## src/rtl/rmbc_pkg.sv

```systemverilog
`default_nettype none
package rmbc_pkg;
  // Register word offsets (byte addresses, one aligned word each).
  localparam logic [7:0] RMBC_REG_CTRL = 8'h00;
  localparam logic [7:0] RMBC_REG_RT_NOM0 = 8'h04;
  localparam logic [7:0] RMBC_REG_RT_NOM1 = 8'h08;
  localparam logic [7:0] RMBC_REG_RT_NOM2 = 8'h0c;
  localparam logic [7:0] RMBC_REG_BC_NOM0 = 8'h10;
  localparam logic [7:0] RMBC_REG_BC_NOM1 = 8'h14;
  localparam logic [7:0] RMBC_REG_BC_NOM2 = 8'h18;
  localparam logic [7:0] RMBC_REG_VAR0 = 8'h1c;
  localparam logic [7:0] RMBC_REG_VAR1 = 8'h20;
  localparam logic [7:0] RMBC_REG_CFG_CMP0 = 8'h24;
  localparam logic [7:0] RMBC_REG_CFG_CMP1 = 8'h28;
  localparam logic [7:0] RMBC_REG_OPTS = 8'h2c;
  localparam logic [7:0] RMBC_REG_STATUS = 8'h30;
  localparam logic [7:0] RMBC_REG_WORD4 = 8'h34;
  localparam logic [7:0] RMBC_REG_CMP_IN = 8'h38;

  // CTRL bits: write-one pulses.
  localparam int RMBC_CTRL_START = 0;
  localparam int RMBC_CTRL_DONE = 1;

  // OPTS fields.
  localparam int RMBC_OPT_BUSY_SRC = 0;
  localparam int RMBC_OPT_RX_CONT = 1;
  localparam int RMBC_OPT_RED_OK = 2;
  localparam int RMBC_OPT_RED_SEL_LO = 4;
  localparam int RMBC_OPT_FILL_LO = 8;
  localparam int RMBC_OPT_AUTO = 14;
  localparam int RMBC_OPT_SIMUL = 15;

  // Fourth data word field positions.
  localparam int RMBC_W4_TC = 0;
  localparam int RMBC_W4_DIS_LO = 4;
  localparam int RMBC_W4_EN_LO = 6;
  localparam int RMBC_W4_LV_LO = 8;
  localparam int RMBC_W4_FILL_LO = 10;
  localparam logic [15:0] RMBC_MASK_FILL = 16'hfc00;
  localparam logic [15:0] RMBC_MASK_EN = 16'h00c0;
  localparam logic [15:0] RMBC_MASK_DIS = 16'h0030;
  localparam logic [15:0] RMBC_MASK_TC = 16'h0001;

  localparam logic [1:0] RMBC_TC_END = 2'b00;
  localparam logic [1:0] RMBC_TC_XFER = 2'b10;
  localparam int RMBC_SW_BUSY_BIT = 3;
  localparam int RMBC_DW_BUSY_BIT = 15;
  localparam logic [3:0] RMBC_RED_LIMIT = 4'h8;
  localparam logic [15:0] RMBC_OPTS_RESET = 16'h0000;

  // Kind of control message to build.
  typedef enum logic [1:0]
  {
    RMBC_MSG_FIRST_LOAD,
    RMBC_MSG_END_LOAD,
    RMBC_MSG_END_VERIFY,
    RMBC_MSG_BC_TAKEOVER
  } rmbc_msg_t;

  typedef struct packed
  {
    logic busy_src;
    logic rx_cont;
    logic red_ok;
    logic [3:0] red_sel;
    logic [5:0] bc_fill;
    logic auto_mode;
    logic simul;
  } rmbc_opts_t;

  // Response from the bus front end.
  typedef struct packed
  {
    logic valid;
    logic is_activity;
    logic is_receive;
    logic [15:0] status_word;
    logic [15:0] data_word;
  } rmbc_resp_t;
endpackage
`default_nettype wire

```

## src/rtl/rmbc_ctl.sv

```systemverilog
`default_nettype none
module rmbc_ctl
(
  input wire logic clk_sys,
  input wire logic reset,
  input wire logic [7:0] addr,
  input wire logic [15:0] wdata,
  input wire logic wr,
  input wire logic rd,
  output logic [15:0] rdata,
  input wire logic patch_exists,
  input wire logic full_exists,
  input wire logic hdr_valid,
  input wire logic [1:0] hdr_tc,
  input wire logic msg_req,
  input wire rmbc_pkg::rmbc_msg_t msg_kind,
  input wire logic act_as_bc,
  input wire logic is_verify,
  output logic [15:0] nom_word [3],
  output logic [15:0] word4,
  input wire rmbc_pkg::rmbc_resp_t resp,
  input wire logic bus_fail,
  output logic rt_busy,
  output logic discard_data,
  output logic resend_rx,
  output logic use_redundant,
  output logic [3:0] red_conn,
  output logic file_patch,
  output logic file_full,
  output logic need_reprog,
  output logic busy_active
);
  import rmbc_pkg::*;

  logic [15:0] rt_nom [3];
  logic [15:0] bc_nom [3];
  logic [15:0] ctl_var [2];
  logic [15:0] cfg_cmp [2];
  logic [15:0] cmp_in [2];
  logic [15:0] opts_reg;
  rmbc_opts_t opts_live;
  rmbc_opts_t held;
  logic [15:0] h_rt_nom [3];
  logic [15:0] h_bc_nom [3];
  logic [15:0] h_var [2];
  logic active;
  logic second_area;
  logic first_load_sent;
  logic switched;
  logic rx_pending;
  logic [1:0] last_tc;
  logic [15:0] var_sel;
  logic [15:0] next_word4;
  logic start_p;
  logic done_p;
  logic sw_busy;
  logic dw_busy;

  assign opts_live = rmbc_opts_t'({opts_reg[RMBC_OPT_BUSY_SRC],
    opts_reg[RMBC_OPT_RX_CONT], opts_reg[RMBC_OPT_RED_OK],
    opts_reg[RMBC_OPT_RED_SEL_LO +: 4], opts_reg[RMBC_OPT_FILL_LO +: 6],
    opts_reg[RMBC_OPT_AUTO], opts_reg[RMBC_OPT_SIMUL]});
  assign start_p = wr && addr == RMBC_REG_CTRL && wdata[RMBC_CTRL_START];
  assign done_p = wr && addr == RMBC_REG_CTRL && wdata[RMBC_CTRL_DONE];

  // Software-visible table; writes at any time only reach the
  // block at the next start, so a mid-load write cannot disturb a message.
  always_ff @(posedge clk_sys)
  begin
    if (reset)
    begin
      opts_reg <= RMBC_OPTS_RESET;
      for (int i = 0; i < 3; i++)
      begin
        rt_nom[i] <= 16'h0000;
        bc_nom[i] <= 16'h0000;
      end
      for (int i = 0; i < 2; i++)
      begin
        ctl_var[i] <= 16'h0000;
        cfg_cmp[i] <= 16'h0000;
        cmp_in[i] <= 16'h0000;
      end
    end
    else if (wr)
    begin
      if (addr == RMBC_REG_RT_NOM0)
        rt_nom[0] <= wdata;
      else if (addr == RMBC_REG_RT_NOM1)
        rt_nom[1] <= wdata;
      else if (addr == RMBC_REG_RT_NOM2)
        rt_nom[2] <= wdata;
      else if (addr == RMBC_REG_BC_NOM0)
        bc_nom[0] <= wdata;
      else if (addr == RMBC_REG_BC_NOM1)
        bc_nom[1] <= wdata;
      else if (addr == RMBC_REG_BC_NOM2)
        bc_nom[2] <= wdata;
      else if (addr == RMBC_REG_VAR0)
        ctl_var[0] <= wdata;
      else if (addr == RMBC_REG_VAR1)
        ctl_var[1] <= wdata;
      else if (addr == RMBC_REG_CFG_CMP0)
        cfg_cmp[0] <= wdata;
      else if (addr == RMBC_REG_CFG_CMP1)
        cfg_cmp[1] <= wdata;
      else if (addr == RMBC_REG_OPTS)
        opts_reg <= wdata;
      else if (addr == RMBC_REG_CMP_IN)
        cmp_in[0] <= wdata;
      else if (addr == RMBC_REG_CMP_IN + 8'h04)
        cmp_in[1] <= wdata;
    end
  end

  // Holding copies latched at start.
  always_ff @(posedge clk_sys)
  begin
    if (reset)
    begin
      active <= 1'b0;
      held <= '0;
      for (int i = 0; i < 3; i++)
      begin
        h_rt_nom[i] <= 16'h0000;
        h_bc_nom[i] <= 16'h0000;
      end
      h_var[0] <= 16'h0000;
      h_var[1] <= 16'h0000;
    end
    else if (start_p && !active)
    begin
      active <= 1'b1;
      held <= opts_live;
      h_rt_nom <= rt_nom;
      h_bc_nom <= bc_nom;
      h_var <= ctl_var;
    end
    else if (done_p)
      active <= 1'b0;
  end

  // File choice and reprogramming need.
  always_ff @(posedge clk_sys)
  begin
    if (reset)
    begin
      file_patch <= 1'b0;
      file_full <= 1'b0;
      need_reprog <= 1'b0;
    end
    else if (start_p && !active)
    begin
      // Patch entry always wins when present.
      file_patch <= patch_exists;
      file_full <= !patch_exists && full_exists;
      if (opts_live.auto_mode)
        need_reprog <= cmp_in[0] != cfg_cmp[0] ||
          cmp_in[1] != cfg_cmp[1];
      else
        need_reprog <= 1'b1;
    end
  end

  // Track headers, area and first message.
  always_ff @(posedge clk_sys)
  begin
    if (reset || (start_p && !active))
    begin
      last_tc <= 2'b11;
      second_area <= 1'b0;
      first_load_sent <= 1'b0;
    end
    else
    begin
      if (hdr_valid)
        last_tc <= hdr_tc;
      // Each end-of-load message opens the next load, whose first message
      // must carry the area enables again.
      if (msg_req && msg_kind == RMBC_MSG_FIRST_LOAD)
        first_load_sent <= 1'b1;
      else if (msg_req && msg_kind == RMBC_MSG_END_LOAD)
        first_load_sent <= 1'b0;
      if (msg_req && held.simul && !is_verify &&
          msg_kind == RMBC_MSG_END_LOAD &&
          (last_tc == RMBC_TC_END || last_tc == RMBC_TC_XFER))
        second_area <= 1'b1;
    end
  end

  assign var_sel = second_area ? h_var[1] : h_var[0];

  always_comb
  begin
    next_word4 = var_sel & RMBC_MASK_FILL;
    case (msg_kind)
      RMBC_MSG_FIRST_LOAD:
        if (!is_verify && !first_load_sent)
          next_word4 = next_word4 | (var_sel & RMBC_MASK_EN);
      RMBC_MSG_END_LOAD:
        if (!is_verify)
          next_word4 = next_word4 | (var_sel & RMBC_MASK_DIS);
      RMBC_MSG_END_VERIFY:
        // Code 10 leaves bits 0-9 clear; only 00 passes the transfer bit.
        if (last_tc == RMBC_TC_END)
          next_word4 = next_word4 | (var_sel & RMBC_MASK_TC);
      RMBC_MSG_BC_TAKEOVER:
        next_word4 = {held.bc_fill, 10'h000};
      default:
        next_word4 = 16'h0000;
    endcase
    // End-of-load and verify messages never carry bits 8 and 9.
    next_word4[RMBC_W4_LV_LO +: 2] = 2'b00;
  end

  always_ff @(posedge clk_sys)
  begin
    if (reset)
    begin
      word4 <= 16'h0000;
      for (int i = 0; i < 3; i++)
        nom_word[i] <= 16'h0000;
    end
    else if (msg_req)
    begin
      word4 <= next_word4;
      for (int i = 0; i < 3; i++)
        nom_word[i] <= act_as_bc ? h_rt_nom[i] : h_bc_nom[i];
    end
  end

  // Busy tracking.
  assign sw_busy = resp.status_word[RMBC_SW_BUSY_BIT];
  assign dw_busy = resp.data_word[RMBC_DW_BUSY_BIT];

  always_ff @(posedge clk_sys)
  begin
    if (reset)
    begin
      rt_busy <= 1'b0;
      discard_data <= 1'b0;
      rx_pending <= 1'b0;
      resend_rx <= 1'b0;
    end
    else
    begin
      resend_rx <= 1'b0;
      if (start_p && !active)
      begin
        // Data-flag units start out presumed busy.
        rt_busy <= !opts_live.busy_src;
        rx_pending <= 1'b0;
        discard_data <= 1'b0;
      end
      else if (resp.valid)
      begin
        discard_data <= sw_busy;
        if (sw_busy)
        begin
          rt_busy <= 1'b1;
          if (resp.is_receive)
            rx_pending <= 1'b1;
        end
        else if (!held.busy_src && resp.is_activity)
          rt_busy <= dw_busy;
        else if (held.busy_src)
          rt_busy <= 1'b0;
        if (!sw_busy && (held.busy_src || (resp.is_activity && !dw_busy))
            && rx_pending)
        begin
          rx_pending <= 1'b0;
          resend_rx <= !held.rx_cont;
        end
      end
    end
  end

  // Redundant bus choice.
  always_ff @(posedge clk_sys)
  begin
    if (reset || (start_p && !active))
      switched <= 1'b0;
    else if (bus_fail && held.red_ok && !switched)
      switched <= 1'b1;
  end

  always_comb
  begin
    red_conn = 4'h0;
    if (held.red_ok && ((held.red_sel >= 4'h1 && held.red_sel <= 4'h5) ||
        (held.red_sel >= 4'h9 && held.red_sel <= 4'hc)))
      red_conn = held.red_sel;
  end

  // One switch per transaction, for selectors 1-5 and 9-c only; switching back to a bus
  // that has already failed would only trade one fault for another.
  assign use_redundant = red_conn != 4'h0 && switched;
  assign busy_active = active;

  always_ff @(posedge clk_sys)
  begin
    if (reset)
      rdata <= 16'h0000;
    else if (rd)
    begin
      if (addr == RMBC_REG_OPTS)
        rdata <= opts_reg;
      else if (addr == RMBC_REG_VAR0)
        rdata <= ctl_var[0];
      else if (addr == RMBC_REG_VAR1)
        rdata <= ctl_var[1];
      else if (addr == RMBC_REG_STATUS)
        rdata <= {9'h000, second_area, switched, rx_pending, rt_busy,
          need_reprog, file_patch, active};
      else if (addr == RMBC_REG_WORD4)
        rdata <= word4;
      else
        rdata <= 16'h0000;
    end
  end
endmodule
`default_nettype wire

```

## config.mk

```make
export PLATFORM = sky130hd
export DESIGN_NAME = rmbc_ctl
export DESIGN_NICKNAME = d
export VERILOG_FILES = /design/src/rtl/rmbc_pkg.sv /design/src/rtl/rmbc_ctl.sv
export SDC_FILE = /design/constraint.sdc
export NUM_CORES = 1
export LEC_CHECK = 0
export BUFFER_PORTS_ARGS = -buffer_cell sky130_fd_sc_hd__buf_2
export CAP_MARGIN = 25
export CORE_UTILIZATION = 30
export CTS_CLUSTER_SIZE = 30
export DETAILED_ROUTE_END_ITERATION = 10
export MAX_ROUTING_LAYER = met4
export PLACE_DENSITY = 0.53
export SYNTH_ARGS = -nofsm -noshare
export SYNTH_HDL_FRONTEND = slang
export SYNTH_SLANG_ARGS = --single-unit
export TNS_END_PERCENT = 5
```

## constraint.sdc

```tcl
create_clock -name clk_sys -period 2.7 [get_ports clk_sys]
set_input_delay 0 -clock clk_sys [delete_from_list [all_inputs] [get_ports clk_sys]]
set_output_delay 0 -clock clk_sys [all_outputs]
set_load 0.01 [all_outputs]
```

== Word-level counts from Yosys, hierarchy flattened ==
Memories as Yosys holds them, arrays and structs flattened.
Cells that the tools add are included.

* Equality and inequality tests: 21
* $lt $le $gt $ge: 4
* Bitwise logic cells: 19
* Reductions and logical operators: 60
* Muxes and demuxes: 89

{| class="wikitable"
|+ Operators by type and width
! kind !! count
|-
| $mux W16 || 16
|-
| $mux W1 || 71
|-
| $eq A8 B6 Y1 const B || 8
|-
| $pmux W16 S4 || 1
|-
| $eq A8 B5 Y1 const B || 4
|-
| $ne A16 B16 Y1 || 2
|-
| $logic_and A1 B1 Y1 || 22
|-
| $eq A8 B4 Y1 const B || 2
|-
| $or A16 B1 Y16 || 1
|-
| $or A16 B6 Y16 || 1
|-
| $or A16 B8 Y16 || 1
|-
| $not A1 Y1 || 12
|-
| $reduce_and A12 Y1 || 1
|-
| $logic_not A1 Y1 || 10
|-
| $reduce_bool A2 Y1 || 5
|-
| $reduce_and A9 Y1 || 1
|-
| $eq A8 B3 Y1 const B || 1
|-
| $logic_not A8 Y1 || 1
|-
| $reduce_and A8 Y1 || 1
|-
| $reduce_bool A4 Y1 || 2
|-
| $reduce_and A7 Y1 || 1
|-
| $eq A2 B2 Y1 const B || 3
|-
| $reduce_and A3 Y1 || 2
|-
| $reduce_and A6 Y1 || 1
|-
| 14 further kinds || 23
|}

* Output and inout port bits: 92
* Input bits: 74
* RAM bits: 64
* Register bits: 377
* Word-level logic and storage cells: 235
* Memories: 2

{| class="wikitable"
|+ Memory list
! memory !! words !! width !! rd ports !! clocked after Yosys merged registers in !! write ports !! line !! RTL
|-
| cfg_cmp || 2 || 16 || 2 || 0 || 2 || rmbc_ctl.sv:38 || <nowiki>logic [15:0] cfg_cmp [2];</nowiki>
|-
| cmp_in || 2 || 16 || 2 || 0 || 2 || rmbc_ctl.sv:39 || <nowiki>logic [15:0] cmp_in [2];</nowiki>
|}

== Depth between registers and ports, before layout ==
* Depth in word-level cells: 18
* Mapped depth: 8
* Mapped depth without buffers: 5

== Least setup slack after synthesis ==
Ideal clock, no wire load.

* Path kind: input -> register
* Start: input addr[1]
* End: memory cfg_cmp[1][0] (netlist: cfg_cmp[0][16]), enable pin
* Setup time: 392 ps
* Data arrival time: 1,581 ps
* Buffers on the path: 0
* Path slack: 727 ps
* Stages on the path: 4
* Cell sequence: or3b_1 > nor3_2 > nand2_1 > o21bai_1

{| class="wikitable"
|+ RTL lines
! element !! line !! RTL
|-
| start: declaration || rmbc_ctl.sv:6 || <nowiki>input wire logic [7:0] addr,</nowiki>
|-
| end: declaration || rmbc_ctl.sv:38 ||
|}

== Worst setup path in the final report ==
* Start: input addr[1]
* End: register last_tc[0]

* Longest elaborated chain between the ends: 5

{| class="wikitable"
|+ Ends and longest elaborated chain
! element !! line !! RTL
|-
| $logic_not A8 Y1 || rmbc_ctl.sv:63 || <nowiki>assign start_p = wr && addr == RMBC_REG_CTRL && wdata[RMBC_CTRL_START];</nowiki>
|-
| $logic_and A1 B1 Y1 (2 in series) || rmbc_ctl.sv:63 ||
|-
| $logic_and A1 B1 Y1 || rmbc_ctl.sv:168 || <nowiki>if (reset || (start_p && !active))</nowiki>
|-
| $logic_or A1 B1 Y1 || rmbc_ctl.sv:168 ||
|-
| end signal: assignment || rmbc_ctl.sv:177 || <nowiki>last_tc <= hdr_tc;</nowiki>
|-
| end: declaration || rmbc_ctl.sv:51 || <nowiki>logic [1:0] last_tc;</nowiki>
|}

Every way passes these cells.
A chain may end at the register's enable or synchronous reset.

==> results_dict.tcl <==
set metrics [dict create \
    dpl.hpwl_um 30500 \
    yosys.area.top_type "dfxtp_1" \
    ant_nets 0 \
    start_kind "primary input" \
    drc 0 \
    setup_ws_ns 0.546 \
    synth_edf_count 64 \
    synth_common_cells "nand2_1 (577), dfxtp_1 (364), a21oi_1 (315)" \
    rr_startpoint "busy_active$_SDFFE_PP0P_" \
    initial_core_util_pct 30.7 \
    fillCellCount 5535 \
    power.density_mw_per_mm2 681 \
    setup_viol 0 \
    viasPerCell 4.87 \
    first_pass_iters 6 \
    hold-path-cell-count 5 \
    hp-start "resp[15]" \
    status "completed" \
    core_area_mm2 0.0542 \
    hold_ws_ns 0.0164 \
    yosys-mux-area-fraction_pct 4.18 \
    yosys_warnings 0 \
    clockRootBuffer "clkbuf_16" \
    synth_top_area_share_pct 43.8 \
    p_leak_nw 6.93 \
    wl_per_cell_um 17.7 \
    finClkSkew_ns 0.0198 \
    end_kind "register" \
    tns_ns 0 \
    synth_top_family_by_area "simple AND/OR/NAND/NOR gates" \
    grt.overflow.total 0 \
    io_pins 166 \
    yosys.area_share.simple_pct 20.2 \
    worstReg2RegEnd "first_load_sent$_SDFFE_PP0P_" \
    synthFlopType "dfxtp_1" \
    critical_path.max_fanout 47 \
    ys_top_cells_by_area "dfxtp_1 (44%), nand2_1 (13%), edfxtp_1 (12%)" \
    drt_first_iter_violations 1110 \
    final_hold_viol_count 0 \
    num_vias 13300 \
    grt_pass1_vias 12700 \
    avgSynthCellArea_um2 8.71 \
    synth_xor_area_share_pct 1.69 \
    clock.fmax_mhz 464 \
    pre_cts_slack_ns 0.602 \
    portBuffers 130 \
    track_usage_pct 17.6 \
    placed_area_mm2 0.0179 \
    rows 85 \
    fin_crit_sh_pct 79.8 \
    post-cts-setup-buffers 0 \
    clk_path_buf_depth 3 \
    min_path_type "in2reg" \
    synth_cell_type_count 60 \
    min_to "rt_busy$_SDFFE_PP0P_" \
    slew_headroom_pct 35.5 \
    htree_levels 2 \
    rsz0062_at_grt "false" \
    r2r_setup_slack_ns 0.62 \
    ys_seq_area_share_pct 55.4 \
    ys_ff_latch 428 \
    yosys.cell_count.top_type "nand2_1" \
    critPathRequiredTime_ns 3.22 \
    synth_compound_area_share_pct 14.3 \
    grt_max_degree 121 \
    numCtsBuffers 47 \
    maxSlewViolCount 0 \
    crit_type "in2reg" \
    cap_violations 0 \
    antenna_found_initial 2 \
    synthToLayoutAreaGrowth_pct 18.3 \
    cts_tree "done" \
    synthArstFlopShare_pct 0 \
    layout-drive-gt1-share_pct 12.1 \
    clk_pin_slew_ns 0.06 \
    cts_resized 0 \
    grt_pass1_wl_um 74300 \
    worst_skew_pair.late_latency_ns 0.58 \
    reg2reg_depth 5 \
    period_minus_slack_ns 2.15 \
    fp.dieH_um 237 \
    peakVddDrop_mv 0.456 \
    routed_wl_um 48500 \
    synth_adder_area_share_pct 0 \
    die_area_mm2 0.0564 \
    cp.arrival_ns 2.67 \
    dieWidth_um 237 \
    layout.nets 2084 \
    stdcell_area_mm2 0.0197 \
    syn-instance-count 1909 \
    tightestPinTransition_ns 0.966 \
    routabilityCongestion 0.798 \
    synth_area_mm2 0.0166 \
    cts.sinks 428 \
]
-- worst max-delay path, cell delays in order --
cell and delay (ns):
dlygate4sd3_1 0.56, buf_2 0.17, nor4_4 0.26, buf_4 0.23, and4_4 0.36, buf_12 0.26
nor2_1 0.11, o211ai_1 0.12, dlygate4sd3_1 0.57
-- where the power goes --
group	leakage (nW)	internal (W)	total [W]	switching [W]
Clock	0.715	0.00356	0.00611	0.00255
Combinational	2.66	0.000222	0.000669	0.000447
Sequential	3.55	0.00657	0.00662	0.0000560
Total	6.93	0.0104	0.0134	0.00306
-- cell families (layout without fill, tap and decap cells) --
kind of cell	Yosys count	in the layout
compound gates	416	416
xor+xnor	32	32
buf+inv	160	283
flops	428	428
mux	69	69
other cells	1	6
simple gates	803	803
-- layer usage --
metal  part of all wire, %  wire, um  global-route usage [%]  vias up
li1                      -         -                       -     6602
met4                   3.0      1440                    6.51        0
met5                     0         0                       -        -
met2                    45     21700                    26.8      325
met1                    47     22900                    23.3     6296
met3                   5.0      2430                    2.80       81
-- final cells by class --
cell class / count / area [um2] / share of cell area (%)
Multi-Input combinational cell: 1325 / 6730 / 34.2
Tap cell: 696 / 871 / 4.43
Sequential cell: 428 / 9210 / 46.8
Clock buffer: 64 / 1350 / 6.87
Inverter: 3 / 11.3 / 0.0572
Timing Repair Buffer: 205 / 1410 / 7.15
Clock inverter: 11 / 95.1 / 0.483
Antenna cell: 1 / 2.50 / 0.0127
-- cell usage in the layout, fill, tap and decap left out, types with 37 or more instances in the layout --
master,synthesis,final
nor2_1,109,109
buf_2,29,128
dfxtp_1,364,364
edfxtp_1,64,64
mux2i_1,66,66
a211oi_1,52,52
clkbuf_16,0,48
a21oi_1,315,315
dlygate4sd3_1,0,37
nand2_1,577,577
-- worst max path at each step --
stage / cells past startpoint / startpoint / end / slack, ns
after floorplan: 4 / addr[1] / cfg_cmp[0][16]$_DFFE_PP_ / 0.73
after global placement: 4 / addr[4] / cfg_cmp[0][10]$_DFFE_PP_ / 0.63
after detailed placement: 4 / addr[4] / cfg_cmp[0][18]$_DFFE_PP_ / 0.60
after CTS: 9 / addr[1] / last_tc[0]$_SDFFE_PP1P_ / 0.60
after global routing: 9 / addr[1] / last_tc[0]$_SDFFE_PP1P_ / 0.47
final: 9 / addr[1] / last_tc[0]$_SDFFE_PP1P_ / 0.55
-- metrics by stage --
stage          power (W)  util [%]  instances
2_1_floorplan    0.00712         -       1913
3_3_place_gp     0.00739      32.9       2620
3_5_place_dp     0.00739      32.9       2620
4_1_cts           0.0136      36.3       2732
5_1_grt           0.0139      36.3       2733
6_report          0.0134      36.3       2733
-- what timing repair did --
item / 4_1_cts / 5_1_grt
endpoints found under the hold margin: 216 / 0
hold buffers: 37 / 0
endpoints found under the setup margin: 0 / 0
(Power assumes the default switching activity.)
